**config.mk**
```make
export PLATFORM = sky130hd
export DESIGN_NAME = hcfg_regs
export DESIGN_NICKNAME = d
export VERILOG_FILES = /design/src/common/hcfg_pkg.sv /design/src/core/hcfg_regs.sv
export SDC_FILE = /design/constraint.sdc
export NUM_CORES = 1
export LEC_CHECK = 0
export BUFFER_PORTS_ARGS = -buffer_cell sky130_fd_sc_hd__buf_2
export CORE_ASPECT_RATIO = 2
export CORE_MARGIN = 3
export CORE_UTILIZATION = 48
export DETAILED_ROUTE_END_ITERATION = 8
export PLACE_DENSITY = 0.79
export SYNTH_ARGS = -nofsm -noshare
export SYNTH_HDL_FRONTEND = slang
export SYNTH_SLANG_ARGS = --single-unit
```
**constraint.sdc**
```tcl
create_clock -name clk -period 2.3 [get_ports clk]
set_input_delay 0.23 -clock clk [delete_from_list [all_inputs] [get_ports clk]]
set_output_delay 0.23 -clock clk [all_outputs]
set_load 0.02 [all_outputs]
```
**src/common/hcfg_pkg.sv**
```systemverilog
// Package with register indices, field positions and reset values
package hcfg_pkg;
  localparam logic [7:0] IDX_READONLY_A = 8'h0a;
  localparam logic [7:0] IDX_READONLY_B = 8'h0b;
  localparam logic [7:0] IDX_NATIVE_WINDOW_BASE = 8'h13;
  localparam logic [7:0] IDX_BIOS_DECODE_CONTROL = 8'h30;
  localparam logic [7:0] IDX_BIOS_BASE_LOW = 8'h31;
  localparam logic [7:0] IDX_BIOS_BASE_MID = 8'h32;
  localparam logic [7:0] IDX_BIOS_BASE_HIGH = 8'h33;
  localparam logic [7:0] IDX_BUS_STRAP_STATUS = 8'h40;

  localparam int ROM_ENABLE_BIT = 0;
  localparam int BASE_LOW_BIT = 7;
  localparam int STATUS_BUS_LSB = 6;
  localparam int STATUS_STRAP_LSB = 3;
  localparam int STATUS_SPROM_BIT = 0;

  localparam logic [7:0] RST_NATIVE_WINDOW_BASE = 8'h00;
  localparam logic RST_ROM_ENABLE_VL = 1'b1;
  localparam logic RST_ROM_ENABLE_PCI = 1'b0;
  localparam logic RST_BASE_LOW = 1'b0;
  localparam logic [7:0] RST_BASE_MID = 8'h0c;
  localparam logic [7:0] RST_BASE_HIGH = 8'h00;

  localparam logic [1:0] BUS_VL = 2'b10;
  localparam logic [1:0] BUS_PCI = 2'b01;

  localparam int ROM_BASE_W = 17;
  localparam int ROM_OFS_W = 15;
  localparam int HOST_ADDR_W = 32;

  // One host register access
  typedef struct packed {
    logic wr;
    logic rd;
    logic [7:0] index;
    logic [7:0] wdata;
  } hcfg_req_s;

  // Result of a ROM decode
  typedef struct packed {
    logic hit;
    logic [ROM_OFS_W-1:0] offset;
  } hcfg_rom_s;
endpackage

```
**src/core/hcfg_regs.sv**
```systemverilog
// Host configuration register bank with BIOS ROM decode
`timescale 1ns/1ps
`default_nettype none
module hcfg_regs #(
  parameter logic [7:0] READONLY_A_VALUE = 8'h00,
  parameter logic [7:0] READONLY_B_VALUE = 8'h00
) (
  // Clock, reset, enable
  input wire logic clk,
  input wire logic resetn,
  input wire logic ce,
  // Bus type strap: 1 local bus, 0 PCI
  input wire logic bus_is_vl,
  input wire logic [2:0] config_port_base_select,
  input wire logic serial_prom_data_in,
  // I/O cycle register port (local bus)
  input wire hcfg_pkg::hcfg_req_s io_req,
  // Configuration cycle register port (PCI)
  input wire hcfg_pkg::hcfg_req_s cfg_req,
  output logic [7:0] rdata,
  output logic rvalid,
  // ROM decode
  input wire logic mem_enable,
  input wire logic [hcfg_pkg::HOST_ADDR_W-1:0] host_addr,
  input wire logic host_addr_valid,
  output logic rom_hit,
  output logic [hcfg_pkg::ROM_OFS_W-1:0] rom_offset,
  // Register values for other decoders
  output logic [7:0] native_window_base,
  output logic rom_enable
);
  initial begin
    if (hcfg_pkg::ROM_BASE_W + hcfg_pkg::ROM_OFS_W != hcfg_pkg::HOST_ADDR_W)
      $error("ROM base and offset widths must cover the host address");
  end

  logic [7:0] nwb_ff, nxt_nwb;
  logic ren_ff, nxt_ren;
  logic base0_ff, nxt_base0;
  logic [7:0] bmid_ff, nxt_bmid;
  logic [7:0] bhigh_ff, nxt_bhigh;
  logic [7:0] rdata_ff, nxt_rdata;
  logic rvalid_ff, nxt_rvalid;
  logic hit_ff, nxt_hit;
  logic [hcfg_pkg::ROM_OFS_W-1:0] ofs_ff, nxt_ofs;
  logic [1:0] bus_ff, nxt_bus;
  logic rst_seen_ff;
  hcfg_pkg::hcfg_req_s req;
  hcfg_pkg::hcfg_rom_s rom;

  function automatic logic [7:0] status_byte(input logic [1:0] bus,
                                             input logic [2:0] strap,
                                             input logic sprom);
    logic [7:0] s;
    s = 8'h00;
    s[hcfg_pkg::STATUS_BUS_LSB +: 2] = bus;
    s[hcfg_pkg::STATUS_STRAP_LSB +: 3] = strap;
    s[hcfg_pkg::STATUS_SPROM_BIT] = sprom;
    return s;
  endfunction

  // Port chosen by bus type
  always_comb begin
    req = bus_is_vl ? io_req : cfg_req;
  end

  // Register next values
  always_comb begin
    nxt_nwb = nwb_ff;
    nxt_ren = ren_ff;
    nxt_base0 = base0_ff;
    nxt_bmid = bmid_ff;
    nxt_bhigh = bhigh_ff;
    nxt_bus = bus_is_vl ? hcfg_pkg::BUS_VL : hcfg_pkg::BUS_PCI;
    nxt_rvalid = req.rd;
    nxt_rdata = rdata_ff;
    if (!rst_seen_ff) begin
      // Bus-dependent reset value taken on the first edge with ce high after release
      nxt_ren = bus_is_vl ? hcfg_pkg::RST_ROM_ENABLE_VL
                          : hcfg_pkg::RST_ROM_ENABLE_PCI;
    end else if (req.wr) begin
      case (req.index)
        hcfg_pkg::IDX_NATIVE_WINDOW_BASE: nxt_nwb = req.wdata;
        hcfg_pkg::IDX_BIOS_DECODE_CONTROL:
          nxt_ren = req.wdata[hcfg_pkg::ROM_ENABLE_BIT];
        hcfg_pkg::IDX_BIOS_BASE_LOW:
          nxt_base0 = req.wdata[hcfg_pkg::BASE_LOW_BIT];
        hcfg_pkg::IDX_BIOS_BASE_MID: nxt_bmid = req.wdata;
        hcfg_pkg::IDX_BIOS_BASE_HIGH: nxt_bhigh = req.wdata;
        // Index 10, 11 and 64 writes dropped
        default: nxt_nwb = nwb_ff;
      endcase
    end
    if (req.rd) begin
      case (req.index)
        hcfg_pkg::IDX_READONLY_A: nxt_rdata = READONLY_A_VALUE;
        hcfg_pkg::IDX_READONLY_B: nxt_rdata = READONLY_B_VALUE;
        hcfg_pkg::IDX_NATIVE_WINDOW_BASE: nxt_rdata = nwb_ff;
        hcfg_pkg::IDX_BIOS_DECODE_CONTROL:
          nxt_rdata = {7'h00, ren_ff};
        hcfg_pkg::IDX_BIOS_BASE_LOW:
          nxt_rdata = {base0_ff, 7'h00};
        hcfg_pkg::IDX_BIOS_BASE_MID: nxt_rdata = bmid_ff;
        hcfg_pkg::IDX_BIOS_BASE_HIGH: nxt_rdata = bhigh_ff;
        hcfg_pkg::IDX_BUS_STRAP_STATUS:
          nxt_rdata = status_byte(bus_ff, config_port_base_select,
                                  serial_prom_data_in);
        default: nxt_rdata = 8'h00;
      endcase
    end
  end

  // ROM decode
  always_comb begin
    rom.offset = host_addr[hcfg_pkg::ROM_OFS_W-1:0];
    rom.hit = host_addr_valid && mem_enable && ren_ff &&
              (host_addr[hcfg_pkg::HOST_ADDR_W-1:hcfg_pkg::ROM_OFS_W] ==
               {bhigh_ff, bmid_ff, base0_ff});
    nxt_hit = rom.hit;
    nxt_ofs = rom.offset;
  end

  always_ff @(posedge clk) begin
    if (!resetn) begin
      nwb_ff <= hcfg_pkg::RST_NATIVE_WINDOW_BASE;
      ren_ff <= hcfg_pkg::RST_ROM_ENABLE_PCI;
      base0_ff <= hcfg_pkg::RST_BASE_LOW;
      bmid_ff <= hcfg_pkg::RST_BASE_MID;
      bhigh_ff <= hcfg_pkg::RST_BASE_HIGH;
      rdata_ff <= 8'h00;
      rvalid_ff <= 1'b0;
      hit_ff <= 1'b0;
      ofs_ff <= '0;
      bus_ff <= 2'b00;
      rst_seen_ff <= 1'b0;
    end else if (ce) begin
      nwb_ff <= nxt_nwb;
      ren_ff <= nxt_ren;
      base0_ff <= nxt_base0;
      bmid_ff <= nxt_bmid;
      bhigh_ff <= nxt_bhigh;
      rdata_ff <= nxt_rdata;
      rvalid_ff <= nxt_rvalid;
      hit_ff <= nxt_hit;
      ofs_ff <= nxt_ofs;
      bus_ff <= nxt_bus;
      rst_seen_ff <= 1'b1;
    end
  end

  always_comb begin
    rdata = rdata_ff;
    rvalid = rvalid_ff;
    rom_hit = hit_ff;
    rom_offset = ofs_ff;
    native_window_base = nwb_ff;
    rom_enable = ren_ff;
  end
endmodule
`default_nettype wire

```
# Word level (Yosys, flattened, before mapping)
# Cells that the tools add are included.
[classes]
n_eq_ne = 9
muxes = 7
reduce_logical = 9
[op_table]
columns = ["cell", "n"]
rows = [
  ["$pmux W8 S6", 1],
  ["$eq A8 B6 Y1 const B", 4],
  ["$mux W18", 1],
  ["$eq A17 B17 Y1", 1],
  ["$reduce_and A4 Y1", 4],
  ["$eq A8 B5 Y1 const B", 1],
  ["$eq A8 B7 Y1 const B", 1],
  ["$mux W1", 4],
  ["$ne A2 B1 Y1 const B", 2],
  ["$logic_and A1 B1 Y1", 3],
  ["$reduce_and A3 Y1", 1],
  ["$mux W2", 1],
  ["$reduce_and A2 Y1", 1],
]
[word_totals]
reg_bits = 54
input_bits = 78

# Longest topological paths before layout
# Gate-level depths: netlist (run 1).
[depth]
word_depth = 5
mapped_depth = 8

# Worst setup path before layout (run 1)
# Ideal clock, no wire load.
[synth_timing]
path_kind = "input port to flip-flop"
startpoint = "input bus_is_vl"
endpoint = "register bmid_ff[0]"
setup_time_ns = 0.091
arrival_time_ns = 1.998
slack_ns = 0.211
stages = 7
path_buffers = 2
cell_sequence = "buf_6 -> or3_4 -> a222oi_1 -> and2_1 -> buf_6 -> a21oi_1 -> a311oi_1"
[synth_via]
elab_chain_len = 3
[synth_lines]
columns = ["item", "line", "rtl"]
rows = [
  ["start: declaration", "hcfg_regs.sv:13", "input wire logic bus_is_vl,"],
  ["$mux W18 *", "hcfg_regs.sv:64", "req = bus_is_vl ? io_req : cfg_req;"],
  ["$eq A8 B6 Y1", "hcfg_regs.sv:82", "case (req.index)"],
  ["$reduce_and A4 Y1 (no line)", "-", ""],
  ["end signal: assignment", "hcfg_regs.sv:128", "bmid_ff <= hcfg_pkg::RST_BASE_MID;"],
  ["end signal: assignment", "hcfg_regs.sv:140", "bmid_ff <= nxt_bmid;"],
  ["end: declaration", "hcfg_regs.sv:40", "logic [7:0] bmid_ff, nxt_bmid;"],
]
# Every way passes the cells marked *; elsewhere a longest branch is shown, timed or not.
# A chain may end at the register's enable or synchronous reset.

# Worst setup path in the final report (run 1)
# Same ends and word-level chain as after synthesis.

==> results.py, run 1 <==
metrics = {
    "run_status": {
        "status": "finished clean",
    },
    "finish": {
        "fin_cells": 467,
        "antennaDiodeCount": 0,
        "fin_util_pct": 65.5,
        "final_area_sq_mm": 0.00343,
        "nets": 486,
        "fill_cells": 472,
        "area_growth_pct": 28.8,
        "seq_area_sq_mm": 0.00108,
        "multiInputGateArea_sq_mm": 0.00148,
        "layout_common_cells": "111 x buf_2, 54 x dfxtp_1, 40 x nor2_1",
        "drive_above_1_share_pct": 35.5,
        "layout_commonest_cell": "buf_2",
    },
    "routing": {
        "via_per_inst": 5.76,
        "drt-total-wl_um": 7520,
        "drc": 0,
        "vias": 2689,
        "drt_iter0_markers": 68,
        "post_drt_wl_per_cell_um": 16.1,
        "ant_nets": 0,
        "dr.pass1.iters": 5,
    },
    "timing": {
        "slew_headroom_pct": 65.4,
        "rsz0062_at_grt": "no",
        "drv_slew": 0,
        "setup_viol": 0,
        "holdWs_ns": 0.153,
        "setup_ws_ns": 0.378,
        "min_period_ns": 1.92,
        "hold_violations": 0,
        "fin_skew_ns": 0.00659,
        "fin_tns_setup_ns": 0,
        "period_share_pct": 83.6,
        "max_freq_mhz": 520,
        "worstMarginPinSlew_ns": 0.518,
    },
    "placement": {
        "gp_congestion": 0.885,
        "post_dp_cell_area_sq_mm": 0.00333,
        "place_ws_ns": 0.0938,
        "portBuffers": 111,
        "place_inst": 459,
        "dp_hpwl_um": 6050,
    },
    "clock_network": {
        "clk_path_buf_depth": 2,
        "clk_latency_ns": 0.31,
        "cts.sinks": 54,
        "h-tree-depth": 2,
        "cts_inserted_buffers": 5,
        "hold_buffers": 0,
        "clk_pin_slew_ns": 0.10,
        "cts_tree": "yes",
        "cts_setup_buffers": 0,
        "root_buffer": "clkbuf_8",
        "post_cts_resized": 0,
    },
    "global_route": {
        "antenna_found_initial": 0,
        "grt_max_degree": 45,
        "gr-total-overflow": 0,
        "track_usage_pct": 23.4,
        "grt_pass1_vias": 2712,
        "grt_first_pass_wirelength_um": 12100,
    },
    "job": {
        "maxCapViolCount": 0,
    },
    "yosys": {
        "yosysWarningCount": 0,
        "ys.flop_type": "dfxtp_1",
        "synth_area_sq_mm": 0.00266,
        "syn_inst": 293,
        "ys_async_sr_fraction_pct": 0,
        "synth_edf_count": 0,
        "seq_area_frac_synth_pct": 40.6,
        "avgSynthCellArea_sq_um": 9.08,
        "yosysTopAreaCell": "dfxtp_1",
        "yosys_register_bits": 54,
        "syn-num-nets": 371,
        "synth_top_area_share_pct": 40.6,
        "yosys-top-cells-area": "dfxtp_1 41%, mux2i_1 11%, nor2_1 5.6%",
        "yosys.cell_types.count": 43,
    },
    "critical_path": {
        "reg2reg_depth": 6,
        "cp_top_family": "simple AND/OR/NAND/NOR gates",
        "required_ns": 2.51,
        "startpoint": "bus_is_vl",
        "path_depth": 6,
        "timing.rr.start": "rst_seen_ff$_SDFFE_PN0P_",
        "endpoint": "bmid_ff[0]$_SDFFE_PN0P_",
        "critPathLaunchType": "primary input",
        "timing.rr.end": "native_window_base[2]$_SDFFE_PN0P_",
        "cp_cell_sequence": "buf_2 -> or3b_2 -> a222oi_1 -> and2_1 -> a21oi_1 -> a311oi_1",
        "max_stage_delay_ns": 0.49,
        "regToRegSetupSlack_ns": 0.59,
        "critPathSlowestCell": "or3b_2",
        "critical_path_class": "in -> reg",
        "cp_num_buf_inv": 1,
        "end_kind": "register",
        "cp.arrival_ns": 2.13,
        "cp_max_fo": 11,
    },
    "pwr": {
        "power_mw": 1.79,
        "ir_drop_uv": 562,
        "power_density_mw_per_mm2": 522,
        "power.leakage_nw": 1.60,
    },
    "die": {
        "start_util_pct": 50.9,
        "chipHeight_um": 111,
        "die_w_um": 58.7,
        "num_io_pins": 112,
        "die_area_sq_mm": 0.00653,
        "rows": 37,
        "core_sq_mm": 0.00523,
    },
    "hold_path": {
        "hold_class": "in -> reg",
    },
}
[worst min-delay path by stage]
stage	startpoint	to	slack [ns]	cells past startpoint
3_5_place_dp	rom_hit$_SDFFE_PN0P_	rom_hit$_SDFFE_PN0P_	0.47	2
6_report	host_addr[2]	rom_offset[2]$_SDFFE_PN0P_	0.15	3
3_3_place_gp	rom_hit$_SDFFE_PN0P_	rom_hit$_SDFFE_PN0P_	0.45	2
5_1_grt	host_addr[9]	rom_offset[9]$_SDFFE_PN0P_	0.16	3
4_1_cts	host_addr[9]	rom_offset[9]$_SDFFE_PN0P_	0.14	3
2_1_floorplan	resetn	bmid_ff[2]$_SDFFE_PN1P_	0.32	1
[sequential cells by signal (all words and copies together) (netlist names)]
name / flops
rom_offset: 15
bhigh_ff: 8
bmid_ff: 8
native_window_base: 8
rdata: 8
bus_ff: 2
base0_ff: 1
rom_enable: 1
rom_hit: 1
rst_seen_ff: 1
rvalid: 1
[worst reg2reg max path, stage by stage, from the launching register on]
cell and delay [ns]:
dfxtp_1 0.36, inv_1 0.08, nor3b_1 0.47, and3_1 0.24, buf_4 0.20, nor2_1 0.06, a211oi_1 0.23
[Yosys cell counts, types with 2 or more instances]
library cell	count
buf_1	2
a221o_1	2
nor2_1	40
o211ai_1	2
inv_1	3
and3_1	10
mux2i_1	29
nand2b_1	2
a21oi_1	8
and2_1	4
dfxtp_1	54
nor3b_1	2
xor2_1	3
buf_6	2
xnor2_1	14
a311oi_1	5
a22oi_1	5
nand2_1	7
nand3b_1	5
or3b_2	5
buf_2	2
nor3_1	2
o21ai_0	2
a22o_1	8
a2111oi_0	2
clkbuf_1	13
mux2_2	2
a211oi_1	16
nand4_1	10
nand3_1	19
[layout make-up]
type | instances | share of cell area (%)
inverter | 4 | 0.438
tap | 58 | 2.12
multi-input combinational | 216 | 43.1
sequential | 54 | 31.5
clock buffer | 5 | 2.01
timing repair buffer | 127 | 20.1
clock inverter | 3 | 0.730
[power breakdown]
| group | internal (mW) | switching [mW] |
|---|---|---|
| Combinational | 0.128 | 0.152 |
| Sequential | 0.958 | 0.0124 |
| Clock | 0.220 | 0.319 |
[metal layers]
layer	GRT usage, %	wire length [um]
met3	3.85	513
met1	23.6	2670
met4	13.8	407
met5	0	0
met2	42.4	3930
[logic make-up (layout without fill, tap and decap cells)]
logic type,count (synthesis),count (layout),share of synthesized area (%)
xor+xnor,17,17,5.60
mux,31,31,11.8
simple gates,112,112,22.0
flops,54,54,40.6
buf+inv,23,139,3.90
compound gates,56,56,16.1
No activity file was read; power rests on OpenSTA's default activity.
==> run 2, diff against run 1 <==
--- a/config.mk
+++ b/config.mk
@@ -5,10 +5,11 @@
 export SDC_FILE = /design/constraint.sdc
 export NUM_CORES = 1
 export LEC_CHECK = 0
+export ABC_AREA = 1
 export BUFFER_PORTS_ARGS = -buffer_cell sky130_fd_sc_hd__buf_2
 export CORE_ASPECT_RATIO = 2
 export CORE_MARGIN = 3
-export CORE_UTILIZATION = 48
+export CORE_UTILIZATION = 49
 export DETAILED_ROUTE_END_ITERATION = 8
 export PLACE_DENSITY = 0.79
 export SYNTH_ARGS = -nofsm -noshare
==> constraint.sdc (replaced) <==
create_clock -name clk -period 1.8 [get_ports clk]
set_input_delay 0.18 -clock clk [delete_from_list [all_inputs] [get_ports clk]]
set_output_delay 0.18 -clock clk [all_outputs]
set_load 0.02 [all_outputs]
==> run 2 against run 1 <==
Net effect: sequential power grew 28%; total power up 50%; combinational power grew 39%; critical path type is now reg -> reg; critical endpoint is now native_window_base[3]$_SDFFE_PN0P_; largest cell class unchanged.
==> results.py, run 2 <==
metrics = {
    "placement": {
        "post_dp_cell_area_sq_mm": 0.00347,
        "dp_hpwl_um": 6500,
        "gp_congestion": 0.886,
        "portBuffers": 111,
    },
    "routing": {
        "routedLengthMet1_um": 2810,
        "highest_layer": "met4",
        "wl_met2_um": 4550,
        "drc": 0,
        "drt_iter0_markers": 144,
        "wl_met3_um": 451,
        "dr.pass1.iters": 4,
        "via_per_inst": 5.13,
        "vias": 3024,
        "drt-total-wl_um": 8050,
        "ant_nets": 0,
        "post_drt_wl_per_cell_um": 13.7,
    },
    "die": {
        "rows": 39,
        "chipHeight_um": 115,
        "die_w_um": 60.3,
        "start_util_pct": 50.6,
        "num_io_pins": 112,
        "core_sq_mm": 0.00571,
        "die_area_sq_mm": 0.00691,
    },
    "finish": {
        "layout_common_cells": "111 x buf_2, 83 x nand2_1, 54 x dfxtp_1",
        "largest_register_ffs": 15,
        "drive_above_1_share_pct": 30.8,
        "nets": 606,
        "layout_commonest_cell": "buf_2",
        "final_area_sq_mm": 0.00364,
        "area_growth_pct": 26.0,
        "antennaDiodeCount": 0,
    },
    "global_route": {
        "grt_pass1_vias": 2976,
        "grt_first_pass_wirelength_um": 13100,
        "antenna_found_initial": 0,
        "gr-total-overflow": 0,
        "track_usage_pct": 24.6,
        "grt_max_degree": 31,
    },
    "run_status": {
        "status": "finished clean",
    },
    "timing": {
        "setup_viol": 0,
        "min_period_ns": 1.52,
        "fin_skew_ns": 0.00357,
        "drv_slew": 0,
        "max_freq_mhz": 657,
        "period_share_pct": 84.6,
        "worstMarginPinSlew_ns": 0.489,
        "slew_headroom_pct": 67.4,
        "fin_tns_setup_ns": 0,
        "rsz0062_at_grt": "no",
        "hold_violations": 0,
    },
    "critical_path": {
        "critPathLaunchType": "register",
        "timing.rr.end": "native_window_base[3]$_SDFFE_PN0P_",
        "cp_cell_sequence": "inv_1 -> nor3_4 -> nand2_2 -> o21ai_0 -> a21oi_1",
        "critical_path_class": "reg -> reg",
        "cp_max_fo": 16,
        "timing.rr.start": "rst_seen_ff$_SDFFE_PN0P_",
        "reg2reg_depth": 5,
        "max_stage_delay_ns": 0.38,
        "regToRegSetupSlack_ns": 0.28,
        "required_ns": 1.97,
        "critPathSlowestCell": "dfxtp_1",
        "end_kind": "register",
        "cp.arrival_ns": 1.69,
    },
    "yosys": {
        "synthTopCellsByCount": "83 x nand2_1, 54 x dfxtp_1, 48 x nor2_1",
        "seq_area_frac_synth_pct": 37.4,
        "synth_top_area_share_pct": 37.4,
        "syn_inst": 418,
        "yosys.cell_types.count": 34,
        "yosysMostFrequentCell": "nand2_1",
        "synth_edf_count": 0,
        "synth_area_sq_mm": 0.00289,
        "ys_async_sr_fraction_pct": 0,
        "syn-num-nets": 496,
        "ys.flop_type": "dfxtp_1",
        "yosys_register_bits": 54,
        "yosysWarningCount": 0,
        "yosys-top-cells-area": "dfxtp_1 37%, nand2_1 11%, o21ai_0 7.6%",
        "avgSynthCellArea_sq_um": 6.91,
        "yosysTopAreaCell": "dfxtp_1",
    },
    "clock_network": {
        "clk_path_buf_depth": 2,
        "cts.sinks": 54,
        "root_buffer": "clkbuf_16",
        "hold_buffers": 0,
        "post_cts_resized": 0,
        "clk_pin_slew_ns": 0.07,
        "cts_inserted_buffers": 5,
        "h-tree-depth": 2,
        "clk_latency_ns": 0.29,
        "cts_tree": "yes",
        "cts_setup_buffers": 0,
    },
    "pwr": {
        "ir_drop_uv": 680,
        "power_density_mw_per_mm2": 737,
        "power.leakage_nw": 1.86,
        "power_mw": 2.68,
    },
    "job": {
        "maxCapViolCount": 0,
    },
    "hold_path": {
        "min_from": "host_addr[6]",
        "min_path_cells": 3,
        "whs_endpoint": "rom_offset[6]$_SDFFE_PN0P_",
        "hold_class": "in -> reg",
    },
}
[run 2: changes by cell type after synthesis, moves of 16 or more]
cell	change
a21oi_1	+25
a211oi_1	-16
inv_1	+42
o21ai_0	+42
nand2_1	+76
mux2i_1	-28
[run 2: routing by layer]
metal / track usage [%] / vias up
met1: 25.2 / 1355
li1: - / 1552
met3: 3.39 / 15
met4: 9.76 / 0
met2: 47.0 / 102
met5: 0 / -
[run 2: layout make-up]
class / count / area (sq um)
Inverter: 49 / 185
Multi-Input combinational cell: 297 / 1500
Timing Repair Buffer: 121 / 631
Tap cell: 61 / 76.3
Clock buffer: 8 / 166
Sequential cell: 54 / 1080
Fill cell: 539 / 2070
[run 2: kinds of logic (layout without fill, tap and decap cells)]
kind of cell | after synthesis | count (layout) | share of synthesized area [%]
AND/OR/NAND/NOR | 194 | 194 | 30.9
XOR/XNOR | 13 | 13 | 3.94
AO/OA/AOI/OAI | 89 | 89 | 16.8
multiplexers | 1 | 1 | 0.346
buffers and inverters | 67 | 178 | 10.6
flip-flops | 54 | 54 | 37.4
[run 2: how the worst max path moves through the flow]
| stage | startpoint | endpoint | depth (start not counted) |
|---|---|---|---|
| finish | rst_seen_ff$_SDFFE_PN0P_ | native_window_base[3]$_SDFFE_PN0P_ | 5 |
| global placement | bus_is_vl | native_window_base[4]$_SDFFE_PN0P_ | 11 |
| detailed placement | bus_is_vl | native_window_base[2]$_SDFFE_PN0P_ | 11 |
| CTS | rst_seen_ff$_SDFFE_PN0P_ | native_window_base[3]$_SDFFE_PN0P_ | 5 |
| floorplan | bus_is_vl | bmid_ff[2]$_SDFFE_PN1P_ | 10 |
| global route | bus_is_vl | native_window_base[4]$_SDFFE_PN0P_ | 11 |
[run 2: critical path, delay by kind of cell, from the launching register on]
family	cells	cell delay [ns]
compound gates	2	0.29
buf+inv	1	0.10
flops	1	0.38
simple gates	2	0.64
[run 2: report_power, final]
part	internal, mW	total, mW	leakage, nW	switching [mW]
sequential	1.23	1.24	0.440	0.0169
clock	0.630	1.05	0.0832	0.420
combinational	0.158	0.389	1.34	0.231
[run 2: through the flow]
step / instances / utilization (%) / hold slack [ns] / worst slack, ns
floorplan: 418 / - / 0.315 / 0.473
global placement: 582 / 60.9 / 0.402 / 0.0138
detailed placement: 582 / 60.9 / 0.406 / -0.00420
CTS: 590 / 63.8 / 0.109 / 0.272
global route: 590 / 63.8 / 0.123 / 0.108
finish: 590 / 63.8 / 0.111 / 0.278
